## src/isa_pkg.sv

```systemverilog
// shared constants and types for the two-wire status and address register block
package isa_pkg;

    // register map, byte addresses on the register port
    localparam logic [7:0] OFS_SECOND_ADDR = 8'h0c;
    localparam logic [7:0] OFS_DATA_BUF = 8'h10;
    localparam logic [7:0] OFS_STATUS0 = 8'h14;

    // reset values
    localparam logic [15:0] RST_SECOND_ADDR = 16'h0000;
    localparam logic [7:0] RST_DATA_BUF = 8'h00;
    localparam logic [15:0] RST_STATUS0 = 16'h0000;
    localparam logic [31:0] READ_ZERO = 32'h0000_0000;

    // second_slave_address fields
    localparam int DUAL_EN_BIT = 0;
    localparam int ADDR2_LSB = 1;
    localparam int ADDR2_MSB = 7;

    // transfer_status_0 fields
    localparam int BIT_ALERT = 15;
    localparam int BIT_TIMEOUT = 14;
    localparam int BIT_PEC = 12;
    localparam int BIT_OVR_UND = 11;
    localparam int BIT_ACK_ERR = 10;
    localparam int BIT_ARB_LOST = 9;
    localparam int BIT_BUS_ERR = 8;
    localparam int BIT_TBE = 7;
    localparam int BIT_RX_BUFFER_NOT_EMPTY = 6;
    // flags cleared by writing zero
    localparam logic [15:0] CLEAR_W0_MASK = 16'hdf00;

    // timing
    localparam int CLK_PERIOD_NS = 10;
    localparam int TICK_NS = 1000;
    localparam int TIMEOUT_MS = 25;
    localparam int TICK_CYCLES = (TICK_NS + CLK_PERIOD_NS - 1) / CLK_PERIOD_NS;
    localparam int TIMEOUT_TICKS = (TIMEOUT_MS * 1000000) / TICK_NS;
    localparam int TICK_W = 16;

    // inputs from the bus protocol engine
    typedef struct packed {
        logic addrValid;
        logic [7:0] addrByte;
        logic rxByteDone;
        logic [7:0] rxByte;
        logic txByteTaken;
        logic txShiftDone;
        logic shiftEmpty;
        logic alertDetected;
        logic pecMismatch;
        logic ackMissing;
        logic arbLost;
        logic badStartStop;
    } isa_engine_t;

    // mode levels from the control side
    typedef struct packed {
        logic smbusMode;
        logic smbusHost;
        logic stretchDisable;
        logic slaveRx;
        logic slaveTx;
        logic isMaster;
    } isa_mode_t;

endpackage

```

## src/isa_timeout.sv

```systemverilog
// serial clock low timeout detector with a microsecond tick divider
`timescale 1ns/1ns
`default_nettype none
module isa_timeout
    import isa_pkg::*;
#(
    parameter int TICK_LEN = TICK_CYCLES,
    parameter int LIMIT_TICKS = TIMEOUT_TICKS
) (
    // clock and reset
    input wire logic clk,
    input wire logic rst_n,
    // line state
    input wire logic enable,
    input wire logic sclLow,
    // one-cycle pulse when the limit is reached
    output logic expired
);

    logic [TICK_W-1:0] divCount;
    logic [TICK_W-1:0] tickCount;
    logic armed;
    wire running = enable && sclLow && armed;
    wire tick = running && (divCount == TICK_W'(TICK_LEN - 1));
    wire atLimit = tick && (tickCount == TICK_W'(LIMIT_TICKS - 1));

    always_ff @(posedge clk) begin
        if (!rst_n || !running) begin
            divCount <= '0;
        end else if (tick) begin
            divCount <= '0;
        end else begin
            divCount <= divCount + TICK_W'(1);
        end
    end

    always_ff @(posedge clk) begin
        if (!rst_n || !running) begin
            tickCount <= '0;
        end else if (tick) begin
            tickCount <= tickCount + TICK_W'(1);
        end
    end

    // one report per low period: rearm once the line goes high or the detector is disabled
    always_ff @(posedge clk) begin
        if (!rst_n || !enable || !sclLow) begin
            armed <= 1'b1;
        end else if (atLimit) begin
            armed <= 1'b0;
        end
    end

    always_ff @(posedge clk) begin
        if (!rst_n) begin
            expired <= 1'b0;
        end else begin
            expired <= atLimit; // see RL4
        end
    end

endmodule
`default_nettype wire

```

## src/isa_regs.sv

```systemverilog
// second address, data buffer and transfer status registers of the two-wire controller
// Notes on behaviour
// RL1 - with dual addressing on, a slave also answers the 7-bit second address.
// RL2 - the data buffer holds one byte, sent when written and received when read.
// RL3 - the alert flag sets on a low alert pin as device or a detected alert as host.
// RL4 - in SMBus mode the timeout flag sets after the clock line stays low 25 ms.
// RL5 - a PEC mismatch sets its flag and forces a not-acknowledge regardless of ack_enable.
// RL6 - slave receive without stretching flags overrun when a byte lands on an unread one.
// RL7 - slave transmit without stretching flags underrun when a byte ends on an empty buffer.
// RL8 - error flags are set only by hardware and software clears one by writing zero.
// RL9 - a missing expected acknowledge sets the acknowledge error flag.
// RL10 - lost arbitration as master sets its flag and drops back to slave mode.
// RL11 - an unexpected start or stop sets the bus error flag.
// RL12 - tx_buffer_empty rises when the byte goes to the shifter and drops on a new write.
// RL13 - the status register resets to zero and takes full-width reads and writes.
// RL14 - rx_buffer_not_empty rises when a byte enters the buffer and clears on a read.
// RL15 - with shifter and buffer both empty a buffer write leaves tx_buffer_empty set.
// RL16 - writing one to a write-zero flag and writing read-only flags change nothing.
//
// The plain strobed port is this design's own decision.
`timescale 1ns/1ns
`default_nettype none
module isa_regs
    import isa_pkg::*;
#(
    parameter int TICK_LEN = TICK_CYCLES,
    parameter int LIMIT_TICKS = TIMEOUT_TICKS
) (
    // clock and reset
    input wire logic clk,
    input wire logic rst_n,
    // register port
    input wire logic [7:0] regAddr,
    input wire logic [31:0] regWrData,
    input wire logic regWrite,
    input wire logic regRead,
    output logic [31:0] regRdData,
    // mode levels
    input wire isa_mode_t mode,
    // bus pins, sampled
    input wire logic sclIn,
    input wire logic smbusAlertPinN,
    // protocol engine events
    input wire isa_engine_t eng,
    // answers to the protocol engine
    output logic secondAddrMatch,
    output logic forceNack,
    output logic dropToSlave,
    output logic [7:0] txByte,
    output logic txByteValid,
    output logic txBufferEmpty,
    output logic rxBufferNotEmpty
);

    // register state
    logic [ADDR2_MSB:ADDR2_LSB] secondSlaveAddr;
    logic dualAddrEnable;
    logic [7:0] transferByte;
    logic [15:0] status;

    // address decode
    wire selAddr2 = (regAddr == OFS_SECOND_ADDR);
    wire selData = (regAddr == OFS_DATA_BUF);
    wire selStatus = (regAddr == OFS_STATUS0);
    wire wrAddr2 = regWrite && selAddr2;
    wire wrData = regWrite && selData;
    wire wrStatus = regWrite && selStatus;
    wire rdData = regRead && selData;

    // flag views
    wire txEmpty = status[BIT_TBE];
    wire rxFull = status[BIT_RX_BUFFER_NOT_EMPTY];
    wire noStretch = mode.stretchDisable;

    // timeout detector
    logic timeoutHit;

    isa_timeout #(
        .TICK_LEN(TICK_LEN),
        .LIMIT_TICKS(LIMIT_TICKS)
    ) timeoutUnit (
        .clk(clk),
        .rst_n(rst_n),
        .enable(mode.smbusMode),
        .sclLow(!sclIn),
        .expired(timeoutHit)
    );

    // event decode
    // device mode reports the pin level, host mode relies on the engine's detection
    wire alertEvent = mode.smbusMode &&
        (mode.smbusHost ? eng.alertDetected : !smbusAlertPinN); // see RL3
    wire timeoutEvent = mode.smbusMode && timeoutHit; // see RL4
    wire pecEvent = eng.pecMismatch; // see RL5
    wire overrunEvent = mode.slaveRx && noStretch && eng.rxByteDone && rxFull; // see RL6
    wire underrunEvent = mode.slaveTx && noStretch && eng.txShiftDone && txEmpty; // see RL7
    wire ackEvent = eng.ackMissing; // see RL9
    wire arbEvent = mode.isMaster && eng.arbLost; // see RL10
    wire busErrEvent = eng.badStartStop; // see RL11

    // transmit path
    // a write while both shifter and buffer are empty goes straight to the shifter
    wire wrDirect = wrData && txEmpty && eng.shiftEmpty; // see RL15
    wire engineTakes = eng.txByteTaken && !txEmpty;
    wire tbeSet = engineTakes; // see RL12
    wire tbeClear = wrData && !wrDirect; // see RL12

    // receive path
    // on overrun the unread byte is kept and the new one is lost
    wire rxAccept = eng.rxByteDone && !overrunEvent;
    wire rbneSet = rxAccept; // see RL14
    wire rbneClear = rdData; // see RL14

    // hardware set vector and clear vector from buffer accesses and written zeros
    logic [15:0] setVec;
    logic [15:0] clrVec;

    always_comb begin
        setVec = RST_STATUS0;
        setVec[BIT_ALERT] = alertEvent;
        setVec[BIT_TIMEOUT] = timeoutEvent;
        setVec[BIT_PEC] = pecEvent;
        setVec[BIT_OVR_UND] = overrunEvent || underrunEvent;
        setVec[BIT_ACK_ERR] = ackEvent;
        setVec[BIT_ARB_LOST] = arbEvent;
        setVec[BIT_BUS_ERR] = busErrEvent;
        setVec[BIT_TBE] = tbeSet;
        setVec[BIT_RX_BUFFER_NOT_EMPTY] = rbneSet;
    end

    always_comb begin
        clrVec = RST_STATUS0;
        clrVec[BIT_TBE] = tbeClear;
        clrVec[BIT_RX_BUFFER_NOT_EMPTY] = rbneClear;
        // only a written zero clears, ones and read-only bits are ignored
        if (wrStatus) begin
            clrVec = clrVec | (CLEAR_W0_MASK & ~regWrData[15:0]); // see RL8 RL16
        end
    end

    // status bits, set wins over a clear in the same cycle
    genvar gi;
    generate
        for (gi = 0; gi < 16; gi++) begin : gFlag
            always_ff @(posedge clk) begin
                if (!rst_n) begin
                    status[gi] <= RST_STATUS0[gi]; // see RL13
                end else if (setVec[gi]) begin
                    status[gi] <= 1'b1; // see RL8
                end else if (clrVec[gi]) begin
                    status[gi] <= 1'b0;
                end
            end
        end
    endgenerate

    // second address register
    always_ff @(posedge clk) begin
        if (!rst_n) begin
            secondSlaveAddr <= RST_SECOND_ADDR[ADDR2_MSB:ADDR2_LSB];
            dualAddrEnable <= RST_SECOND_ADDR[DUAL_EN_BIT];
        end else if (wrAddr2) begin
            secondSlaveAddr <= regWrData[ADDR2_MSB:ADDR2_LSB];
            dualAddrEnable <= regWrData[DUAL_EN_BIT];
        end
    end

    // data buffer, shared by both directions
    always_ff @(posedge clk) begin
        if (!rst_n) begin
            transferByte <= RST_DATA_BUF;
        end else if (rxAccept) begin
            transferByte <= eng.rxByte; // see RL2
        end else if (wrData) begin
            transferByte <= regWrData[7:0]; // see RL2
        end
    end

    // shifter load towards the engine
    always_ff @(posedge clk) begin
        if (!rst_n) begin
            txByte <= RST_DATA_BUF;
            txByteValid <= 1'b0;
        end else begin
            txByteValid <= engineTakes || wrDirect;
            if (wrDirect) begin
                txByte <= regWrData[7:0];
            end else if (engineTakes) begin
                txByte <= transferByte;
            end
        end
    end

    // address compare against the second address
    wire addr2Hit = dualAddrEnable && eng.addrValid &&
        (eng.addrByte[ADDR2_MSB:ADDR2_LSB] == secondSlaveAddr);

    always_ff @(posedge clk) begin
        if (!rst_n) begin
            secondAddrMatch <= 1'b0;
            forceNack <= 1'b0;
            dropToSlave <= 1'b0;
        end else begin
            secondAddrMatch <= addr2Hit; // see RL1
            forceNack <= pecEvent; // see RL5
            dropToSlave <= arbEvent; // see RL10
        end
    end

    // flag copies for the engine
    always_ff @(posedge clk) begin
        if (!rst_n) begin
            txBufferEmpty <= RST_STATUS0[BIT_TBE];
            rxBufferNotEmpty <= RST_STATUS0[BIT_RX_BUFFER_NOT_EMPTY];
        end else begin
            txBufferEmpty <= (status[BIT_TBE] || setVec[BIT_TBE]) &&
                !(clrVec[BIT_TBE] && !setVec[BIT_TBE]);
            rxBufferNotEmpty <= (status[BIT_RX_BUFFER_NOT_EMPTY] || setVec[BIT_RX_BUFFER_NOT_EMPTY]) &&
                !(clrVec[BIT_RX_BUFFER_NOT_EMPTY] && !setVec[BIT_RX_BUFFER_NOT_EMPTY]);
        end
    end

    // read mux, narrow registers in the low bits, unmapped reads zero
    wire [31:0] rdAddr2 = {16'h0000, 8'h00, secondSlaveAddr, dualAddrEnable};
    wire [31:0] rdDataBuf = {16'h0000, 8'h00, transferByte};
    wire [31:0] rdStatus = {16'h0000, status}; // see RL13
    wire [31:0] rdMux = selAddr2 ? rdAddr2 :
        selData ? rdDataBuf :
        selStatus ? rdStatus : READ_ZERO;

    always_ff @(posedge clk) begin
        if (!rst_n) begin
            regRdData <= READ_ZERO;
        end else if (regRead) begin
            regRdData <= rdMux;
        end else begin
            regRdData <= READ_ZERO;
        end
    end

endmodule
`default_nettype wire

```

## config.mk

```make
export PLATFORM = sky130hd
export DESIGN_NAME = isa_regs
export DESIGN_NICKNAME = d
export VERILOG_FILES = /design/src/isa_pkg.sv /design/src/isa_timeout.sv /design/src/isa_regs.sv
export SDC_FILE = /design/constraint.sdc
export NUM_CORES = 1
export LEC_CHECK = 0
export BUFFER_PORTS_ARGS = -buffer_cell sky130_fd_sc_hd__buf_2
export CAP_MARGIN = 20
export CORE_MARGIN = 5
export CORE_UTILIZATION = 53
export CTS_BUF_LIST = sky130_fd_sc_hd__clkbuf_4
export CTS_CLUSTER_DIAMETER = 200
export DETAILED_ROUTE_END_ITERATION = 10
export PLACE_DENSITY = 0.87
export SLEW_MARGIN = 10
export SYNTH_ARGS = -nofsm -noshare
export SYNTH_HDL_FRONTEND = slang
export SYNTH_SLANG_ARGS = --single-unit
```

## constraint.sdc

```tcl
create_clock -name clk -period 2.1 [get_ports clk]
set_input_delay 0.105 -clock clk [delete_from_list [all_inputs] [get_ports clk]]
set_output_delay 0.105 -clock clk [all_outputs]
set_load 0.02 [all_outputs]
```

Word level (Yosys, flattened, before mapping)
Index checks and enable logic that the tools add are counted.

Shifts and indexed selects: 0. Div/mod/pow operators: 0. Bitwise logic cells: 5. $add $sub $neg: 2. Eq/ne operators: 6. Order comparisons: 0. Reductions and logical operators: 62. Multiply operators: 0. Mux-type cells: 27.

Operator list (count): 2-to-1 mux 8 bit (7); adder 16 x 1 -> 16 bit (second input constant) (2); logical AND 1 bit (28); nonzero test 2 bit (11); 2-to-1 mux 1 bit (19); == test 16 x 15 -> 1 bit (second input constant) (1); == test 16 x 7 -> 1 bit (second input constant) (1); == test 8 x 5 -> 1 bit (second input constant) (2); 2-to-1 mux 16 bit (1); inverter 16 bit (1); OR 8 x 16 -> 16 bit (1); logical NOT 1 bit (12); == test 8 x 4 -> 1 bit (second input constant) (1); == test 7 bit (1); logical OR 1 bit (7); OR reduction 5 bit (1); OR reduction 4 bit (1); inverter 1 bit (3); AND reduction 2 bit (1); OR reduction 2 bit (1).

Bits in latches: 0. Memory bits (writable): 0. Memory bits (read-only): 0. Memories kept: 0. Input bits: 78. Flip-flop bits (word level): 104.

Longest topological paths before layout
Depth in word-level cells: 11. Mapped depth: 6.

Cells and area by module
A second synthesis with hierarchy kept.

Cell total of the unflattened synthesis: 488. Area total of the unflattened synthesis: 4226.6 um^2.

By module, submodules not included: isa_regs (area each 2552.4 um^2, cells an instance 289, seq. area each 1081.0 um^2, instances 1); isa_timeout (area each 1674.1 um^2, cells an instance 199, seq. area each 680.7 um^2, instances 1).

Worst setup path after synthesis
Ideal clock, no wire load.

Kind: reg-to-reg. Start point: register timeoutUnit.divCount[0]. End point: register timeoutUnit.tickCount[14]. Path buffers: 1. Clock period less this slack: 1.753 ns. Arrival time: 1.683 ns. Setup time: 0.070 ns. Cell stages (with the launch flop): 7. Slack: 0.347 ns. Data required time: 2.030 ns. Cell sequence: dfxtp_1 > ha_1 > nor4b_4 > nand4_2 > buf_6 > or4_1 > a21oi_1.

Longest elaborated chain between the ends: 2.

Ends and longest elaborated chain: from (decl) (RTL line isa_timeout.sv:20) `logic [TICK_W-1:0] divCount;`; from (signal assigned) (RTL line isa_timeout.sv:33) `divCount <= divCount + TICK_W'(1);`; == test 16 x 7 -> 1 bit (RTL line isa_timeout.sv:24) `wire tick = running && (divCount == TICK_W'(TICK_LEN - 1));`; logical AND 1 bit (RTL line isa_timeout.sv:24); to (signal assigned) (RTL line isa_timeout.sv:41) `tickCount <= tickCount + TICK_W'(1);`; to (decl) (RTL line isa_timeout.sv:21) `logic [TICK_W-1:0] tickCount;`.

Every way passes these cells. A chain may end at the register's enable or synchronous reset.

Final worst setup path
Start point: register timeoutUnit.divCount[0]. End point: register timeoutUnit.tickCount[8].

Same word-level chain as after synthesis.

==> impl_metrics.csv <==
group,metric,value,unit
timing,min_period,1980,ps
hold_path,whs_path_depth,3,
worst_setup_path,critical_path_peak_fanout,11,
final_layout,stdcell_area,5030,sq um
yosys,yosysTopAreaCell,"dfxtp_1",
grt,antenna_found_initial,0,
floorplanning,start_util,55.2,%
route,viasPerCell,5.94,
yosys,ys_seq_elements,88,
route,drc,0,
clock_tree,htree_levels,3,
timing,hold_violations,0,
worst_setup_path,crit_cells,5,
yosys,synth_cells,433,
final_layout,fillers,541,
yosys,synth.area.top_cells,"dfxtp_1 44%, mux2i_1 5.7%, a21oi_1 4.8%, o31ai_1 4.6%, buf_4 3.7%",
grt,overflow,0,
yosys,async_reset_ff_share,0,%
worst_setup_path,timing_worst_setup_path_type,"flop to flop",
placed_design,finalWeightedCongestion,0.816,
yosys,yosys_warnings,0,
yosys,yosysUniqueCellTypes,51,
placed_design,port_buffers,88,
worst_setup_path,critPathMaxStageDelay,560,ps
clock_tree,cts_max_path_buffers,2,
route,dr.pass1.iters,5,
grt,grt_pass1_wl,18400,um
grt,grt_pass1_vias,3791,
yosys,syn_area,4050,sq um
worst_setup_path,cp.arrival,2340,ps
worst_setup_path,ff2ff_path_depth,5,
clock_tree,path_clk_slew,140,ps
placed_design,hpwlAfterDp,7330,um
floorplanning,io_pins,124,
timing,slew-limit-headroom,43.3,%
yosys,synth-seq-area-share,43.5,%
timing,worstMarginPinSlew,849,ps
floorplanning,core-area,7330,sq um
yosys,syn_avg_cell_area,9.34,sq um
final_layout,drive_gt1_share,22.7,%
worst_setup_path,worstPathCellList,"ha_1 -> nor4b_4 -> nand4_4 -> or4_1 -> a21oi_1",
grt,grt_use_total,23.4,%
final_layout,area_delta_synth_final,24.2,%
route,wl_per_cell,17.3,um
floorplanning,die_area,9480,sq um
worst_setup_path,crit_family,"simple AND/OR/NAND/NOR gates",
power_and_ir_drop,p_leak,2.03,nW
timing,finalSetupTns,0,ps
yosys,synth_edf_count,0,
clock_tree,cts_tree,"done",
floorplanning,die_w,97.4,um
timing,maxSlewViolCount,0,
run_status,status,"completed",
route,drtAntennaViolNets,0,
power_and_ir_drop,cellPowerDensity,605,nW/um^2
worst_setup_path,critPathLaunchType,"flop",
floorplanning,rows,31,
timing,setup_viol,0,
power_and_ir_drop,ir_drop,393,uV
timing,fmax,505,MHz
clock_tree,numCtsBuffers,9,
route,first_iter_violations,199,
final_layout,register_area,1760,sq um
worst_setup_path,required,2460,ps
timing,skew,19.6,ps
route,drt-total-wl,11500,um
hold_path,hold_path_class,"primary input to flop",
final_layout,antenna_cells,0,
timing,period_share,94.3,%
worst_setup_path,cp-end-kind,"flop",
final_layout,multi_input_area,2090,sq um
final_layout,nNetsFinal,639,
floorplanning,die_h,97.4,um
yosys,synth.top_cell.area_share,43.5,%
worst_setup_path,path_buf_inv,0,
route,route.vias.total,3939,
job,cap_violations,0,
timing,rsz0062_at_grt,"false",
clock_tree,cts.sinks,88,
worst_setup_path,crit_slowest_cell,"or4_1",
yosys,synth_top_flop_cell,"dfxtp_1",
grt,grt_start_max_net_pins,33,
clock_tree,clock_latency,440,ps
clock_tree,clockRootBuffer,"clkbuf_4",
placed_design,dpl_cell_area,4490,sq um
[report_power, final]
group	total [mW]	internal (mW)	switching (mW)	leakage [nW]
Clock	0.956	0.364	0.592	0.0716
Sequential	1.74	1.71	0.0305	0.715
Combinational	0.348	0.153	0.194	1.24
Total	3.04	2.23	0.817	2.03
[worst paths after layout]
| path | start | to | slack (ps) |
|---|---|---|---|
| max | timeoutUnit.divCount[0]$_SDFF_PP0_ | timeoutUnit.tickCount[8]$_SDFFE_PP0P_ | 120 |
| min | eng[5] | txByte[1]$_SDFFE_PN0P_ | 30 |
| max reg2reg | timeoutUnit.divCount[0]$_SDFF_PP0_ | timeoutUnit.tickCount[8]$_SDFFE_PP0P_ | 120 |
| min reg2reg | timeoutUnit.expired$_SDFF_PN0_ | rdStatus[14]$_SDFFE_PN0P_ | 460 |
[placed cells by master (no fill, tap or decap), drive strengths merged, types with 9 or more instances in the layout]
master,Yosys,routed
dlygate4sd3,0,37
buf,28,97
nand3,13,13
or4,15,15
dfxtp,88,88
and3,12,12
and2,9,9
a21oi,39,39
clkbuf,6,9
o31ai,25,25
nand2,19,19
nand4,18,18
xor2,9,9
mux2i,23,23
nor2,30,30
conb,1,17
inv,10,11
nor3,10,10
o21ai,11,11
or3,9,9
[worst register-to-register path, stage by stage, from the launching register on]
cell and delay [ps]:
dfxtp_1 390, ha_1 220, nor4b_4 330, nand4_4 230, or4_1 560, a21oi_1 180
[cell usage after synthesis, types with 8 or more instances]
master and count:
a21oi_1 39, and2_1 8, and3_1 11, buf_4 20, dfxtp_1 88, inv_1 10
mux2i_1 23, nand2_1 19, nand3_1 13, nand4_1 16, nor2_1 30, nor3_1 8
o21ai_0 11, o31ai_1 25, or3_1 9, or4_1 14, xor2_1 9
[flip-flops by register name, indices dropped and copies added (netlist names), 7 cells and up]
name,count
secondSlaveAddr,7
txByte,8
timeoutUnit.divCount,16
timeoutUnit.tickCount,16
transferByte,8
regRdData,15
rdStatus,7
[kinds of logic after synthesis]
logic type / Yosys count / synth area share, %
XOR/XNOR: 16 / 3.46
multiplexers: 23 / 5.69
AND/OR/NAND/NOR: 158 / 24.2
AO/OA/AOI/OAI: 100 / 15.8
buffers and inverters: 45 / 6.65
adder cells (fa/ha/maj): 2 / 0.618
other: 1 / 0.0927
flip-flops: 88 / 43.5
[through the flow]
| step | hold WS [ps] | util (%) | power [mW] | instances | setup WS, ps |
|---|---|---|---|---|---|
| global placement | 340 | 61.3 | 2.04 | 608 | 214 |
| CTS | 13.0 | 68.2 | 3.03 | 661 | 18.6 |
| global route | 1.87 | 68.6 | 3.16 | 663 | 0.855 |
| finish | 25.5 | 68.6 | 3.04 | 663 | 119 |
| floorplan | 227 | - | 1.95 | 449 | 347 |
| detailed placement | 347 | 61.3 | 2.05 | 608 | 43.9 |
[metal layers]
layer | GRT usage [%] | routed length [um] | vias up
met5 | 0 | 0 | -
met4 | 8.63 | 320 | 0
met3 | 6.03 | 936 | 33
met2 | 42.4 | 5790 | 211
met1 | 26.2 | 4410 | 1863
li1 | - | - | 1832
[layout make-up]
| cell class | count | area share, % |
|---|---|---|
| inverters | 10 | 0.747 |
| clock inverters | 7 | 1.42 |
| repair buffers | 134 | 17.5 |
| multi-input cells | 316 | 41.5 |
| well taps | 99 | 2.46 |
| flip-flops and latches | 88 | 35.1 |
| clock buffers | 9 | 1.34 |
[timing repair]
item,in CTS,in global routing
resized for setup,0,2
buffers inserted,0,2
setup endpoints to repair,0,7
endpoints found under the hold margin,28,0
hold buffers,37,0
Note: power is estimated with default switching activity, not from simulation.
